### config.mk
export PLATFORM = sky130hd
export DESIGN_NAME = prcg_top
export DESIGN_NICKNAME = d
export VERILOG_FILES = /design/src/prcg_pkg.sv /design/src/prcg_clk_gate.sv /design/src/prcg_top.sv
export VERILOG_INCLUDE_DIRS = /design/src
export SDC_FILE = /design/constraint.sdc
export NUM_CORES = 1
export LEC_CHECK = 0
export BUFFER_PORTS_ARGS = -buffer_cell sky130_fd_sc_hd__buf_2
export CAP_MARGIN = 10
export CORE_ASPECT_RATIO = 0.9
export CORE_MARGIN = 2
export CORE_UTILIZATION = 49
export DETAILED_ROUTE_END_ITERATION = 6
export MAX_ROUTING_LAYER = met4
export PLACE_DENSITY = 0.81
export RECOVER_POWER = 50
export SLEW_MARGIN = 20
export SYNTH_ARGS = -nofsm -noshare
export SYNTH_HDL_FRONTEND = slang
export SYNTH_SLANG_ARGS = --single-unit
export TNS_END_PERCENT = 30
### constraint.sdc
create_clock -name clock -period 3.8 [get_ports clock]
set_input_delay 1.14 -clock clock [delete_from_list [all_inputs] [get_ports clock]]
set_output_delay 1.14 -clock clock [all_outputs]
set_load 0.05 [all_outputs]
### src/prcg_map.svh
// register map, field positions and reset values of the peripheral reset and clock gating block
`ifndef PRCG_MAP_SVH
`define PRCG_MAP_SVH

// bus geometry
`define PRCG_DATA_W        32
`define PRCG_ADDR_LSB_W    8
`define PRCG_NUM_GATES     26
`define PRCG_HSIZE_WORD    3'h2
`define PRCG_HTRANS_NONSEQ 2'h2
`define PRCG_HTRANS_SEQ    2'h3
`define PRCG_ZERO_WORD     32'h0000_0000

// register byte offsets
`define PRCG_OFS_HS_RST    8'h0c
`define PRCG_OFS_LS_RST    8'h10
`define PRCG_OFS_SYS_EN    8'h14
`define PRCG_OFS_HS_EN     8'h18
`define PRCG_OFS_LS_EN     8'h1c

// reset values
`define PRCG_RST_HS_RST    32'h0000_0000
`define PRCG_RST_LS_RST    32'h0000_0000
`define PRCG_RST_SYS_EN    32'h0000_0014
`define PRCG_RST_HS_EN     32'h0000_0000
`define PRCG_RST_LS_EN     32'h0000_0000

// implemented bits; everything else is reserved, reads zero
`define PRCG_MASK_HS_RST   32'h0007_5a01
`define PRCG_MASK_LS_RST   32'h1062_4912
`define PRCG_MASK_SYS_EN   32'h004e_0055
`define PRCG_MASK_HS_EN    32'h0047_5a01
`define PRCG_MASK_LS_EN    32'h1062_4912

// high-speed bus reset and enable fields (same positions in both; debug support clock bit is in the enable register only)
`define PRCG_DEBUG_SUPPORT_CLOCK_ON      22
`define PRCG_TMR_SIXTEEN_BIT             18
`define PRCG_TMR_FIFTEEN_BIT             17
`define PRCG_TMR_FOURTEEN_BIT            16
`define PRCG_SERIAL_PORT_A_BIT           14
`define PRCG_SYNC_SERIAL_A_BIT           12
`define PRCG_ADVANCED_TMR_BIT            11
`define PRCG_CONVERTER_BIT               9
`define PRCG_SYSCFG_COMPARATOR_BIT       0

// low-speed bus reset and enable fields (same positions in both)
`define PRCG_POWER_UNIT_BIT              28
`define PRCG_TWO_WIRE_B_BIT              22
`define PRCG_TWO_WIRE_A_BIT              21
`define PRCG_SERIAL_PORT_B_BIT           17
`define PRCG_SYNC_SERIAL_B_BIT           14
`define PRCG_WINDOW_DOG_BIT              11
`define PRCG_TMR_THIRTEEN_BIT            8
`define PRCG_TMR_FIVE_BIT                4
`define PRCG_TMR_TWO_BIT                 1

// system bus enable fields
`define PRCG_PORT_F_CLOCK_ON             22
`define PRCG_PORT_C_CLOCK_ON             19
`define PRCG_PORT_B_CLOCK_ON             18
`define PRCG_PORT_A_CLOCK_ON             17
`define PRCG_CHECKSUM_CLOCK_ON           6
`define PRCG_FLASH_CTRL_SLEEP_CLOCK_ON   4
`define PRCG_STATIC_MEM_SLEEP_CLOCK_ON   2
`define PRCG_MEM_TRANSFER_CLOCK_ON       0

`endif

### src/prcg_pkg.sv
// types shared by the peripheral reset and clock gating block
package prcg_pkg;
  `include "prcg_map.svh"

  typedef logic [`PRCG_DATA_W-1:0]     prcg_word_t;
  typedef logic [`PRCG_ADDR_LSB_W-1:0] prcg_ofs_t;

  // the five software registers
  typedef struct packed {
    prcg_word_t hsRst;
    prcg_word_t lsRst;
    prcg_word_t sysEn;
    prcg_word_t hsEn;
    prcg_word_t lsEn;
  } prcg_regs_t;

  // register and bus state of the top module; the reset release chain is kept apart
  typedef struct packed {
    prcg_regs_t regs;
    logic       wrPend;
    prcg_ofs_t  wrOfs;
    prcg_word_t rdData;
  } prcg_state_t;

  // reset release chain
  typedef struct packed {
    logic stage1;
    logic stage2;
  } prcg_rsync_t;

  // state of one clock gate
  typedef struct packed {
    logic enHeld;
  } prcg_gate_t;
endpackage

### src/prcg_clk_gate.sv
// glitch-free clock gate for one peripheral clock
`timescale 1ns/10ps
module prcg_clk_gate (
  // clock and reset
  input  wire logic clock,
  input  wire logic rstN,
  // enable level and gated clock
  input  wire logic enable,
  output wire logic gatedClk
);
  import prcg_pkg::*;

  prcg_gate_t st_ff;
  prcg_gate_t nxt_st;

  // next enable is just the request
  always_comb begin
    nxt_st        = st_ff;
    nxt_st.enHeld = enable;
  end

  // captured on the falling edge, so apart from rstN falling it only changes while the clock is low
  always_ff @(negedge clock or negedge rstN) begin
    if (!rstN) begin
      st_ff <= '0;
    end else begin
      st_ff <= nxt_st;
    end
  end

  // held level moves in the high phase only when rstN falls, which can cut a pulse short
  assign gatedClk = clock & st_ff.enHeld;
endmodule

### src/prcg_top.sv
// peripheral reset and clock gating control with an ahb-lite register slave
//
// The AHB-Lite register port is this design's own decision.
`timescale 1ns/10ps
`include "prcg_map.svh"

// Summary of operation
// High-speed reset bits 18,17,16 hold timers sixteen, fifteen, fourteen in reset.
// High-speed reset bits 14,12,11,9 reset serial A, sync serial A, advanced timer, converter.
// High-speed reset bit 0 resets system configuration and comparator together.
// Low-speed reset bit 28 resets the power control unit.
// Low-speed reset bits 22,21,17,14 reset two-wire B, A, serial B, sync serial B.
// Low-speed reset bit 11 holds the windowed watchdog in reset.
// Low-speed reset bits 8,4,1 reset timers thirteen, five and two.
// Low-speed reset register sits at 0x10 and clears to zero.
// System enable bits 22,19,18,17 gate port F, C, B, A clocks.
// System enable bit 6 gates the checksum unit clock.
// System enable bit 0 gates the memory transfer controller clock.
// System enable bit 4 keeps flash controller clock running in sleep.
// System enable bit 2 keeps static memory clock running in sleep.
// System enable register at 0x14 resets to 0x0000_0014.
// High-speed enable bit 22 gates the debug support clock.
// High-speed enable register at 0x18, reset zero, bits 18..16 gate three timers.
// High-speed enable bits 14,12,11,9 gate serial A, sync A, timer, converter.
// High-speed enable bit 0 gates system configuration and comparator clock.
// Low-speed enable register at 0x1c, reset zero, bit 28 gates power unit.
// Low-speed enable bits 22,21,17,14 gate two-wire B, A, serial B, sync B.
// Low-speed enable bits 11,8,4,1 gate watchdog and timers thirteen, five, two.
// High-speed reset register sits at 0x0c, resets zero, bits 31..19 reserved.
// Bits change only on software writes; reserved bits read zero, ignore writes.
// Every clock enable gates its clock glitch-free, no truncated pulse; a falling rstN clears the gates at once and can cut a pulse.
module prcg_top (
  // clock and reset
  input  wire logic                clock,
  input  wire logic                arst_n,
  // ahb-lite slave
  input  wire logic                hsel,
  input  wire logic [31:0]         haddr,
  input  wire logic [1:0]          htrans,
  input  wire logic                hwrite,
  input  wire logic [2:0]          hsize,
  input  wire prcg_pkg::prcg_word_t hwdata,
  input  wire logic                hready,
  output wire logic                hreadyout,
  output wire logic                hresp,
  output wire prcg_pkg::prcg_word_t hrdata,
  // power mode
  input  wire logic                sleepMode,
  // high-speed bus peripheral resets, active high
  output wire logic                tmrSixteenReset,
  output wire logic                tmrFifteenReset,
  output wire logic                tmrFourteenReset,
  output wire logic                serialPortAReset,
  output wire logic                syncSerialAReset,
  output wire logic                advancedTmrReset,
  output wire logic                converterReset,
  output wire logic                syscfgComparatorReset,
  // low-speed bus peripheral resets, active high
  output wire logic                powerUnitReset,
  output wire logic                twoWireBReset,
  output wire logic                twoWireAReset,
  output wire logic                serialPortBReset,
  output wire logic                syncSerialBReset,
  output wire logic                windowDogReset,
  output wire logic                tmrThirteenReset,
  output wire logic                tmrFiveReset,
  output wire logic                tmrTwoReset,
  // system bus gated clocks
  output wire logic                portFClk,
  output wire logic                portCClk,
  output wire logic                portBClk,
  output wire logic                portAClk,
  output wire logic                checksumClk,
  output wire logic                memTransferClk,
  output wire logic                flashCtrlClk,
  output wire logic                staticMemClk,
  // high-speed bus gated clocks
  output wire logic                debugSupportClk,
  output wire logic                tmrSixteenClk,
  output wire logic                tmrFifteenClk,
  output wire logic                tmrFourteenClk,
  output wire logic                serialPortAClk,
  output wire logic                syncSerialAClk,
  output wire logic                advancedTmrClk,
  output wire logic                converterClk,
  output wire logic                syscfgComparatorClk,
  // low-speed bus gated clocks
  output wire logic                powerUnitClk,
  output wire logic                twoWireBClk,
  output wire logic                twoWireAClk,
  output wire logic                serialPortBClk,
  output wire logic                syncSerialBClk,
  output wire logic                windowDogClk,
  output wire logic                tmrThirteenClk,
  output wire logic                tmrFiveClk,
  output wire logic                tmrTwoClk
);
  import prcg_pkg::*;

  prcg_rsync_t                 rsync_ff;
  prcg_rsync_t                 nxt_rsync;
  prcg_state_t                 st_ff;
  prcg_state_t                 nxt_st;
  logic                        rstN;
  logic                        takeXfer;
  logic                        takeWrite;
  logic                        takeRead;
  prcg_ofs_t                   addrOfs;
  logic [`PRCG_NUM_GATES-1:0]  gateEn;
  logic [`PRCG_NUM_GATES-1:0]  gatedVec;
  logic                        flashRun;
  logic                        staticRun;

  // register read mux; unmapped offsets and reserved bits give zero
  function automatic prcg_word_t readReg(input prcg_ofs_t ofs, input prcg_regs_t r);
    prcg_word_t val;
    val = `PRCG_ZERO_WORD;
    unique case (ofs)
      `PRCG_OFS_HS_RST: val = r.hsRst & `PRCG_MASK_HS_RST;
      `PRCG_OFS_LS_RST: val = r.lsRst & `PRCG_MASK_LS_RST;
      `PRCG_OFS_SYS_EN: val = r.sysEn & `PRCG_MASK_SYS_EN;
      `PRCG_OFS_HS_EN:  val = r.hsEn & `PRCG_MASK_HS_EN;
      `PRCG_OFS_LS_EN:  val = r.lsEn & `PRCG_MASK_LS_EN;
      default:          val = `PRCG_ZERO_WORD;
    endcase
    return val;
  endfunction

  // reset release chain: stage1 feeds only stage2
  always_comb begin
    nxt_rsync        = rsync_ff;
    nxt_rsync.stage1 = 1'b1;
    nxt_rsync.stage2 = rsync_ff.stage1;
  end

  always_ff @(posedge clock or negedge arst_n) begin
    if (!arst_n) begin
      rsync_ff <= '0;
    end else begin
      rsync_ff <= nxt_rsync;
    end
  end

  assign rstN = rsync_ff.stage2;

  // address phase qualification; only whole-word writes change a register
  assign takeXfer  = hsel & hready & ((htrans == `PRCG_HTRANS_NONSEQ) |
                                      (htrans == `PRCG_HTRANS_SEQ));
  assign takeWrite = takeXfer & hwrite & (hsize == `PRCG_HSIZE_WORD);
  assign takeRead  = takeXfer & ~hwrite;
  assign addrOfs   = haddr[`PRCG_ADDR_LSB_W-1:0];

  // next state: finish a pending write, then register the new address phase
  always_comb begin
    nxt_st = st_ff;
    // registers move only on a software write, never by hardware
    if (st_ff.wrPend) begin
      unique case (st_ff.wrOfs)
        `PRCG_OFS_HS_RST: nxt_st.regs.hsRst = hwdata & `PRCG_MASK_HS_RST;
        `PRCG_OFS_LS_RST: nxt_st.regs.lsRst = hwdata & `PRCG_MASK_LS_RST;
        `PRCG_OFS_SYS_EN: nxt_st.regs.sysEn = hwdata & `PRCG_MASK_SYS_EN;
        `PRCG_OFS_HS_EN:  nxt_st.regs.hsEn  = hwdata & `PRCG_MASK_HS_EN;
        `PRCG_OFS_LS_EN:  nxt_st.regs.lsEn  = hwdata & `PRCG_MASK_LS_EN;
        default: nxt_st.regs = st_ff.regs; // unmapped write is dropped, still okay
      endcase
    end
    nxt_st.wrPend = takeWrite;
    nxt_st.wrOfs  = takeWrite ? addrOfs : st_ff.wrOfs;
    // reading the post-write image forwards a write just ahead of the read
    if (takeRead) begin
      nxt_st.rdData = readReg(addrOfs, nxt_st.regs);
    end
  end

  // all registers clear to their documented values on system reset
  always_ff @(posedge clock or negedge rstN) begin
    if (!rstN) begin
      st_ff.regs.hsRst <= `PRCG_RST_HS_RST;
      st_ff.regs.lsRst <= `PRCG_RST_LS_RST;
      st_ff.regs.sysEn <= `PRCG_RST_SYS_EN;
      st_ff.regs.hsEn  <= `PRCG_RST_HS_EN;
      st_ff.regs.lsEn  <= `PRCG_RST_LS_EN;
      st_ff.wrPend     <= 1'b0;
      st_ff.wrOfs      <= '0;
      st_ff.rdData     <= `PRCG_ZERO_WORD;
    end else begin
      st_ff <= nxt_st;
    end
  end

  // zero wait state slave, always okay
  assign hreadyout = 1'b1;
  assign hresp     = 1'b0;
  assign hrdata    = st_ff.rdData;

  // high-speed bus resets, held while the bit stays one
  assign tmrSixteenReset       = st_ff.regs.hsRst[`PRCG_TMR_SIXTEEN_BIT];
  assign tmrFifteenReset       = st_ff.regs.hsRst[`PRCG_TMR_FIFTEEN_BIT];
  assign tmrFourteenReset      = st_ff.regs.hsRst[`PRCG_TMR_FOURTEEN_BIT];
  assign serialPortAReset      = st_ff.regs.hsRst[`PRCG_SERIAL_PORT_A_BIT];
  assign syncSerialAReset      = st_ff.regs.hsRst[`PRCG_SYNC_SERIAL_A_BIT];
  assign advancedTmrReset      = st_ff.regs.hsRst[`PRCG_ADVANCED_TMR_BIT];
  assign converterReset        = st_ff.regs.hsRst[`PRCG_CONVERTER_BIT];
  // one bit resets both the configuration logic and the comparator
  assign syscfgComparatorReset = st_ff.regs.hsRst[`PRCG_SYSCFG_COMPARATOR_BIT];

  // low-speed bus resets
  assign powerUnitReset   = st_ff.regs.lsRst[`PRCG_POWER_UNIT_BIT];
  assign twoWireBReset    = st_ff.regs.lsRst[`PRCG_TWO_WIRE_B_BIT];
  assign twoWireAReset    = st_ff.regs.lsRst[`PRCG_TWO_WIRE_A_BIT];
  assign serialPortBReset = st_ff.regs.lsRst[`PRCG_SERIAL_PORT_B_BIT];
  assign syncSerialBReset = st_ff.regs.lsRst[`PRCG_SYNC_SERIAL_B_BIT];
  assign windowDogReset   = st_ff.regs.lsRst[`PRCG_WINDOW_DOG_BIT];
  assign tmrThirteenReset = st_ff.regs.lsRst[`PRCG_TMR_THIRTEEN_BIT];
  assign tmrFiveReset     = st_ff.regs.lsRst[`PRCG_TMR_FIVE_BIT];
  assign tmrTwoReset      = st_ff.regs.lsRst[`PRCG_TMR_TWO_BIT];

  // memory clocks always run outside sleep; in sleep their bit decides
  assign flashRun  = ~sleepMode | st_ff.regs.sysEn[`PRCG_FLASH_CTRL_SLEEP_CLOCK_ON];
  assign staticRun = ~sleepMode | st_ff.regs.sysEn[`PRCG_STATIC_MEM_SLEEP_CLOCK_ON];

  // gate enables, ordered as the gated clock outputs below
  assign gateEn = {
    st_ff.regs.sysEn[`PRCG_PORT_F_CLOCK_ON],
    st_ff.regs.sysEn[`PRCG_PORT_C_CLOCK_ON],
    st_ff.regs.sysEn[`PRCG_PORT_B_CLOCK_ON],
    st_ff.regs.sysEn[`PRCG_PORT_A_CLOCK_ON],
    st_ff.regs.sysEn[`PRCG_CHECKSUM_CLOCK_ON],
    st_ff.regs.sysEn[`PRCG_MEM_TRANSFER_CLOCK_ON],
    flashRun,
    staticRun,
    st_ff.regs.hsEn[`PRCG_DEBUG_SUPPORT_CLOCK_ON],
    st_ff.regs.hsEn[`PRCG_TMR_SIXTEEN_BIT],
    st_ff.regs.hsEn[`PRCG_TMR_FIFTEEN_BIT],
    st_ff.regs.hsEn[`PRCG_TMR_FOURTEEN_BIT],
    st_ff.regs.hsEn[`PRCG_SERIAL_PORT_A_BIT],
    st_ff.regs.hsEn[`PRCG_SYNC_SERIAL_A_BIT],
    st_ff.regs.hsEn[`PRCG_ADVANCED_TMR_BIT],
    st_ff.regs.hsEn[`PRCG_CONVERTER_BIT],
    st_ff.regs.hsEn[`PRCG_SYSCFG_COMPARATOR_BIT],
    st_ff.regs.lsEn[`PRCG_POWER_UNIT_BIT],
    st_ff.regs.lsEn[`PRCG_TWO_WIRE_B_BIT],
    st_ff.regs.lsEn[`PRCG_TWO_WIRE_A_BIT],
    st_ff.regs.lsEn[`PRCG_SERIAL_PORT_B_BIT],
    st_ff.regs.lsEn[`PRCG_SYNC_SERIAL_B_BIT],
    st_ff.regs.lsEn[`PRCG_WINDOW_DOG_BIT],
    st_ff.regs.lsEn[`PRCG_TMR_THIRTEEN_BIT],
    st_ff.regs.lsEn[`PRCG_TMR_FIVE_BIT],
    st_ff.regs.lsEn[`PRCG_TMR_TWO_BIT]
  };

  // one glitch-free gate per peripheral clock, all fed by the bus clock
  generate
    for (genvar g = 0; g < `PRCG_NUM_GATES; g++) begin : gen_gate
      prcg_clk_gate u_gate (
        .clock    (clock),
        .rstN     (rstN),
        .enable   (gateEn[g]),
        .gatedClk (gatedVec[g])
      );
    end
  endgenerate

  // fan the gated vector out to the named clock ports
  assign {portFClk, portCClk, portBClk, portAClk,
          checksumClk, memTransferClk, flashCtrlClk, staticMemClk,
          debugSupportClk, tmrSixteenClk, tmrFifteenClk, tmrFourteenClk,
          serialPortAClk, syncSerialAClk, advancedTmrClk, converterClk,
          syscfgComparatorClk,
          powerUnitClk, twoWireBClk, twoWireAClk, serialPortBClk,
          syncSerialBClk, windowDogClk, tmrThirteenClk, tmrFiveClk,
          tmrTwoClk} = gatedVec;
endmodule

# [After elaboration in Yosys (flattened, before gate mapping)]
# Cells that the tools add are included.
[classes] n_addsub=0 reduce_logical=0 order_cmp=0 multipliers=0 n_div=0 bitwise=36 n_mux=7 n_shift=0 n_eq_ne=13
[op_table] cell="147-bit 2-to-1 mux" n=1
[op_table] cell="29-bit case mux with 5 select lines" n=1
[op_table] cell="8-bit by 5-bit equality test with 1-bit output, second input constant" n=8
[op_table] cell="29-bit 2-to-1 mux" n=2
[op_table] cell="23-bit 2-to-1 mux" n=2
[op_table] cell="1-bit AND" n=31
[op_table] cell="19-bit 2-to-1 mux" n=1
[op_table] cell="8-bit by 4-bit equality test with 1-bit output, second input constant" n=2
[op_table] cell="2-bit equality test, second input constant" n=2
[op_table] cell="3-bit by 2-bit equality test with 1-bit output, second input constant" n=1
[op_table] cell="1-bit bitwise OR" n=3
[op_table] cell="1-bit NOT" n=2
[word_totals] mem_count=0 out_inout_bits=77 latchBits=0 regBits=112 wordCells=92 input_bits=75 mem_bits_ro=0 mem_bits_rw=0

# [Longest topological paths before layout]
# Gate-level depths: netlist (run 1).
[depth] word_depth=5 ltp_mapped=6

# [Hierarchy]
# A second synthesis (run 1) with hierarchy kept.
[unflattened] cells_unflattened=351 area_unflattened_um2=4321.6
[by_module_without_submodules] module="prcg_top" area_each_um2=3508.4 seq_area_each_um2=1779.2 cells_per_inst=299 n_inst=1
[by_module_without_submodules] module="prcg_clk_gate" area_each_um2=31.3 seq_area_each_um2=25.0 cells_per_inst=2 n_inst=26

==> impl_metrics.py, run 1 <==
metrics = {
    "timing": {
        "relSlewSlack_pct": 21.52,
        "holdWs_ns": 0.3661,
        "final-hold-violation-count": 0,
        "worst_slack_ns": -0.3859,
        "finClkSkew_ns": 0.01006,
        "tightest_slew_ns": 1.177,
        "rsz0062_at_grt": "yes",
        "slew_viol_final": 0,
        "setup_viol": 52,
    },
    "synthesis": {
        "ys_ff_latch": 97,
        "seq_area_frac_synth_pct": 58.16,
        "yosysMostFrequentCell": "dfrtp_1",
        "yosys_most_used_dff": "dfrtp_1",
        "syn_inst": 326,
        "ys_top_cells_by_area": "dfrtp_1 (41%), dfrtn_1 (16%), mux2_2 (8.6%), buf_4 (6.3%), and2_1 (4.2%)",
        "synth_edf_count": 0,
        "yosysUniqueCellTypes": 48,
        "synth_top_area_share_pct": 41.33,
        "ys_warn_count": 0,
        "yosys-top-cells-count": "dfrtp_1 (69), buf_4 (35), mux2_2 (32)",
        "avgSynthCellArea_um2": 12.82,
        "async_flop_share_pct": 100.0,
        "yosysTopAreaCell": "dfrtp_1",
        "synth_area_um2": 4178,
    },
    "critical_path": {
        "crit_family": "flip-flops",
        "arrival_ns": 3.05,
        "max_stage_delay_ns": 0.40,
        "critPathKind": "reg2out",
        "crit_fanout": 1,
        "start_kind": "flip-flop",
        "slowest_stage": "dfrtn_1",
        "required_ns": 2.66,
        "endpoint_kind": "primary output",
        "crit_buf_inv": 1,
        "worstPathCellList": "and2_4 > buf_8",
    },
    "status": {
        "violations": "setup timing",
        "outcome": "finished, violations left",
    },
    "place": {
        "dpl_worst_slack_ns": 0.02230,
        "port_buffers": 94,
        "place_congestion": 0.8108,
        "dp_hpwl_um": 6372,
    },
    "global_routing": {
        "grt_pass1_wl_um": 15700,
        "grt-ovfl-total": 0,
        "grt_pass1_vias": 3305,
        "grtUsageTotal_pct": 23.12,
        "grt_start_max_net_pins": 38,
        "antenna_found_initial": 0,
    },
    "die": {
        "dieArea_um2": 9282,
        "core_area_um2": 8145,
        "die_w_um": 101.3,
        "start_util_pct": 51.29,
        "io_pins": 152,
        "num_rows": 31,
        "fp.dieH_um": 91.60,
    },
    "clock_network": {
        "clk-insertion-delay-late_ns": 0.47,
        "cts.clk_slew.worst_paths_ns": 0.09,
        "cts_tree": "built",
        "ctsHoldBuffers": 0,
    },
    "cells_and_area": {
        "multi_input_comb_area_um2": 1481,
        "fillers": 619,
        "nets": 495,
        "final_util_pct": 65.41,
        "syn2layout_area_growth_pct": 27.52,
        "drive_above_1_share_pct": 41.82,
        "n_antenna_cell": 0,
        "regArea_um2": 2430,
    },
    "pwr": {
        "leakagePower_nw": 2.716,
        "ir_drop_mv": 0.3346,
        "powerDensity_nw_per_um2": 660.4,
    },
    "route": {
        "wirelength_um": 9678,
        "drt_iter0_drc": 140,
        "via_per_inst": 5.545,
        "first_pass_iters": 4,
        "drc": 0,
        "vias": 2922,
        "wire_per_inst_um": 18.36,
        "ant_nets": 0,
    },
    "flow_run": {
        "maxCapViolations": 0,
    },
    "min_path": {
        "hold_path_class": "reg2reg",
    },
}
-- logic make-up after synthesis --
group	count (synthesis)	synth area share [%]
muxes	43	11.86
buffers and inverters	51	7.936
AOI/OAI and AO/OA	41	7.937
other	2	0.1798
and+or+nand+nor	92	13.93
DFF	97	58.16
-- per-layer routing --
metal / part of all wire, % / wire, um / vias up / GRT usage (%)
met5: 0 / 0 / - / -
met4: 3.2 / 311 / 0 / 16.22
met3: 7.7 / 745 / 40 / 11.01
met2: 48 / 4687 / 152 / 32.01
met1: 41 / 3934 / 1449 / 26.04
li1: - / - / 1281 / -
-- sequential cells by signal, summed over array words and instances (netlist names), 11 cells and up --
register	cells
gateEn	24
gen_gate.u_gate.st_ff	26
hrdata	17
st_ff	11
-- power breakdown --
group	total [mW]	switching, mW	internal (mW)	leakage (nW)
Clock	2.26	1.07	1.19	0.544
Sequential	1.10	0.0281	1.07	1.24
Combinational	0.162	0.118	0.0442	0.929
-- through the flow --
stage / instance area (um^2) / total power, mW / std cells / setup TNS [ns]
finish: 5328 / 3.518 / 527 / -9.587
global route: 5328 / 3.665 / 527 / -10.78
CTS: 5380 / 3.538 / 527 / -9.982
detailed placement: 4593 / 1.830 / 497 / 0
global placement: 4593 / 1.823 / 497 / 0
floorplan: 4239 / 1.736 / 342 / -0.4357
-- worst paths after layout --
kind                                           startpoint                   endpoint  slack (ns)  cells past startpoint
worst max register to register                       rstN  gen_gate[14].u_gate.st_ff        0.71                      1
worst min register to register               nxt_rsync[0]                       rstN        0.37                      0
worst max-delay path            gen_gate[16].u_gate.st_ff              tmrSixteenClk       -0.39                      2
min in group asynchronous                          arst_n                       rstN        0.44                      1
max in group asynchronous                            rstN  gen_gate[14].u_gate.st_ff        0.71                      1
worst min-delay path                         nxt_rsync[0]                       rstN        0.37                      0
-- cells in the final DEF (no fill, tap or decap), drive strengths merged --
master and instances:
bufinv 1, inv 12, or4 2, nor2 6, a22o 12, a32o 7
nand2b 4, a21oi 1, or3 1, o32ai 1, o22ai 2, nand2 28
a21o 1, nand4 1, o211ai 1, and4bb 1, nor4bb 1, nor3 2
or2 1, conb 18, mux2i 6, mux2 37, nor4b 3, dfrtn 26
and2 28, a31o 2, nor2b 1, and3b 2, dfstp 2, buf 97
clkinv 4, a211o 4, nor4 3, dfrtp 69, clkbuf 23, a22oi 5
o21ai 5, nand3 6, nor3b 2
-- timing repair --
item | 4_1_cts | 5_1_grt
endpoints found under the hold margin | 0 | 0
buffers inserted | 0 | 0
pin swaps | 25 | 4
setup endpoints to repair | 52 | 52
gates resized for setup | 100 | 4
-- cell type report --
cell class | count | share of cell area (%)
sequential | 97 | 45.61
clock buffer | 48 | 14.51
multi-input combinational | 194 | 27.81
timing repair buffer | 72 | 7.398
tap | 99 | 2.325
inverter | 9 | 0.6341
clock inverter | 8 | 1.714
Power figures use the tool's default switching activity.
==> run 2, diff against run 1 <==
--- a/config.mk
+++ b/config.mk
@@ -8,9 +8,11 @@
 export LEC_CHECK = 0
 export BUFFER_PORTS_ARGS = -buffer_cell sky130_fd_sc_hd__buf_2
 export CAP_MARGIN = 10
+export CELL_PAD_IN_SITES_DETAIL_PLACEMENT = 0
+export CELL_PAD_IN_SITES_GLOBAL_PLACEMENT = 1
 export CORE_ASPECT_RATIO = 0.9
 export CORE_MARGIN = 2
-export CORE_UTILIZATION = 49
+export CORE_UTILIZATION = 38
 export DETAILED_ROUTE_END_ITERATION = 6
 export MAX_ROUTING_LAYER = met4
 export PLACE_DENSITY = 0.81
==> impl_metrics.py, run 2 (synthesis gave the netlist of run 1 again) <==
metrics = {
    "status": {
        "outcome": "finished, violations left",
        "violations": "setup timing",
    },
    "timing": {
        "holdWs_ns": 0.3564,
        "setup_tns_ns": -9.607,
        "rsz0062_at_grt": "yes",
        "finClkSkew_ns": 0.02627,
        "tightest_slew_ns": 1.462,
        "setup_viol": 52,
        "relSlewSlack_pct": 2.510,
        "worst_slack_ns": -0.3823,
        "final-hold-violation-count": 0,
        "slew_viol_final": 0,
    },
    "cells_and_area": {
        "nets": 498,
        "drive_above_1_share_pct": 41.63,
        "n_antenna_cell": 0,
        "regArea_um2": 2430,
        "fillers": 948,
        "layout_commonest_cell": "dfrtp_1",
        "syn2layout_area_growth_pct": 31.24,
        "multi_input_comb_area_um2": 1485,
        "regMostFlops": "gen_gate.u_gate.st_ff",
        "final_util_pct": 50.93,
        "fin_area_um2": 5483,
        "layout_common_cells": "dfrtp_1 (69), buf_2 (67), nand2_1 (28)",
        "largest_reg_flops": 26,
    },
    "critical_path": {
        "arrival_ns": 3.04,
        "worstPathCellList": "and2_4 > buf_8",
        "critPathKind": "reg2out",
        "crit_fanout": 1,
        "slowest_stage": "dfrtn_1",
        "crit_buf_inv": 1,
        "max_stage_delay_ns": 0.39,
        "crit_family": "flip-flops",
        "start_kind": "flip-flop",
        "endpoint_kind": "primary output",
        "required_ns": 2.66,
    },
    "die": {
        "dieArea_um2": 11850,
        "fp.dieH_um": 103.5,
        "io_pins": 152,
        "die_w_um": 114.5,
        "num_rows": 36,
        "core_area_um2": 10770,
        "start_util_pct": 38.81,
    },
    "pwr": {
        "clkPwrFrac_pct": 66.9,
        "power_mw": 3.805,
        "p_int_mw": 2.593,
        "ir_drop_mv": 0.2500,
        "p_sw_mw": 1.212,
        "powerDensity_nw_per_um2": 693.9,
        "power_frac_seq_pct": 28.9,
        "power_frac_comb_pct": 4.2,
        "leakagePower_nw": 2.762,
        "swShare_pct": 31.84,
    },
    "route": {
        "wire_per_inst_um": 17.33,
        "vias": 2830,
        "first_pass_iters": 4,
        "ant_nets": 0,
        "drc": 0,
        "via_per_inst": 5.027,
        "drt_iter0_drc": 167,
        "wirelength_um": 9756,
    },
    "global_routing": {
        "antenna_found_initial": 0,
        "grtUsageTotal_pct": 17.96,
        "grt_pass1_wl_um": 15050,
        "grt_start_max_net_pins": 39,
        "grt_pass1_vias": 3038,
        "grt-ovfl-total": 0,
    },
    "clock_network": {
        "post-cts-setup-buffers": 0,
        "cts_tree": "built",
        "ctsHoldBuffers": 0,
        "clk-insertion-delay-late_ns": 0.47,
        "cts.clk_slew.worst_paths_ns": 0.06,
    },
    "place": {
        "place_congestion": 0.7934,
        "dp_hpwl_um": 6499,
        "port_buffers": 94,
        "place_area_um2": 4633,
    },
    "min_path": {
        "hold_path_class": "reg2reg",
    },
    "flow_run": {
        "maxCapViolations": 0,
    },
}
## run 2: cell types whose count changed in the layout (fill, tap and decap cells not counted), moves of 2 or more
cell       delta
inv_8         -2
clkinv_2      +4
clkbuf_1      +3
clkbuf_8     -12
clkinv_4      -3
clkbuf_16    +13
buf_12        -2
## run 2: power by group through the flow
stage | logic [mW] | registers, mW | clock network, mW
5_1_grt | 0.172 | 1.11 | 2.67
2_1_floorplan | 0.103 | 1.14 | 0.489
6_report | 0.158 | 1.10 | 2.55
3_5_place_dp | 0.167 | 1.12 | 0.539
4_1_cts | 0.168 | 1.11 | 2.56
3_3_place_gp | 0.163 | 1.12 | 0.539
## run 2: layout make-up
class                   count  area share [%]
well taps                 133           3.035
repair buffers             75           6.869
clock inverters             7           1.118
flip-flops and latches     97           44.32
clock buffers              48           16.96
inverters                   9          0.6162
multi-input cells         194           27.09
## run 2: metrics by stage
step / setup slack [ns] / cells
5_1_grt: -0.4318 / 563
4_1_cts: -0.3980 / 563
3_5_place_dp: 0.03213 / 534
2_1_floorplan: -0.01697 / 342
6_report: -0.3823 / 563
3_3_place_gp: 0.02564 / 534
## run 2: path summary, 6_finish.rpt
kind	from	cells past startpoint	endpoint	slack, ns
worst max-delay path	gen_gate[15].u_gate.st_ff	2	tmrFifteenClk	-0.38
worst min register to register	nxt_rsync[0]	0	rstN	0.36
worst min-delay path	nxt_rsync[0]	0	rstN	0.36
max in group asynchronous	rstN	1	gen_gate[16].u_gate.st_ff	0.15
min in group asynchronous	arst_n	1	rstN	0.46
worst max register to register	rstN	1	gen_gate[16].u_gate.st_ff	0.15
## run 2: routing by layer
metal | part of all wire [%] | GRT usage (%) | wire, um
met5 | 0 | - | 0
met2 | 46 | 23.76 | 4511
met1 | 43 | 21.95 | 4204
met4 | 3.0 | 13.60 | 294
met3 | 7.6 | 7.051 | 745
## run 2: timing repair
| action | CTS | global route |
|---|---|---|
| setup endpoints to repair | 52 | 52 |
| pin swaps | 25 | 2 |
| resized for setup | 92 | 12 |
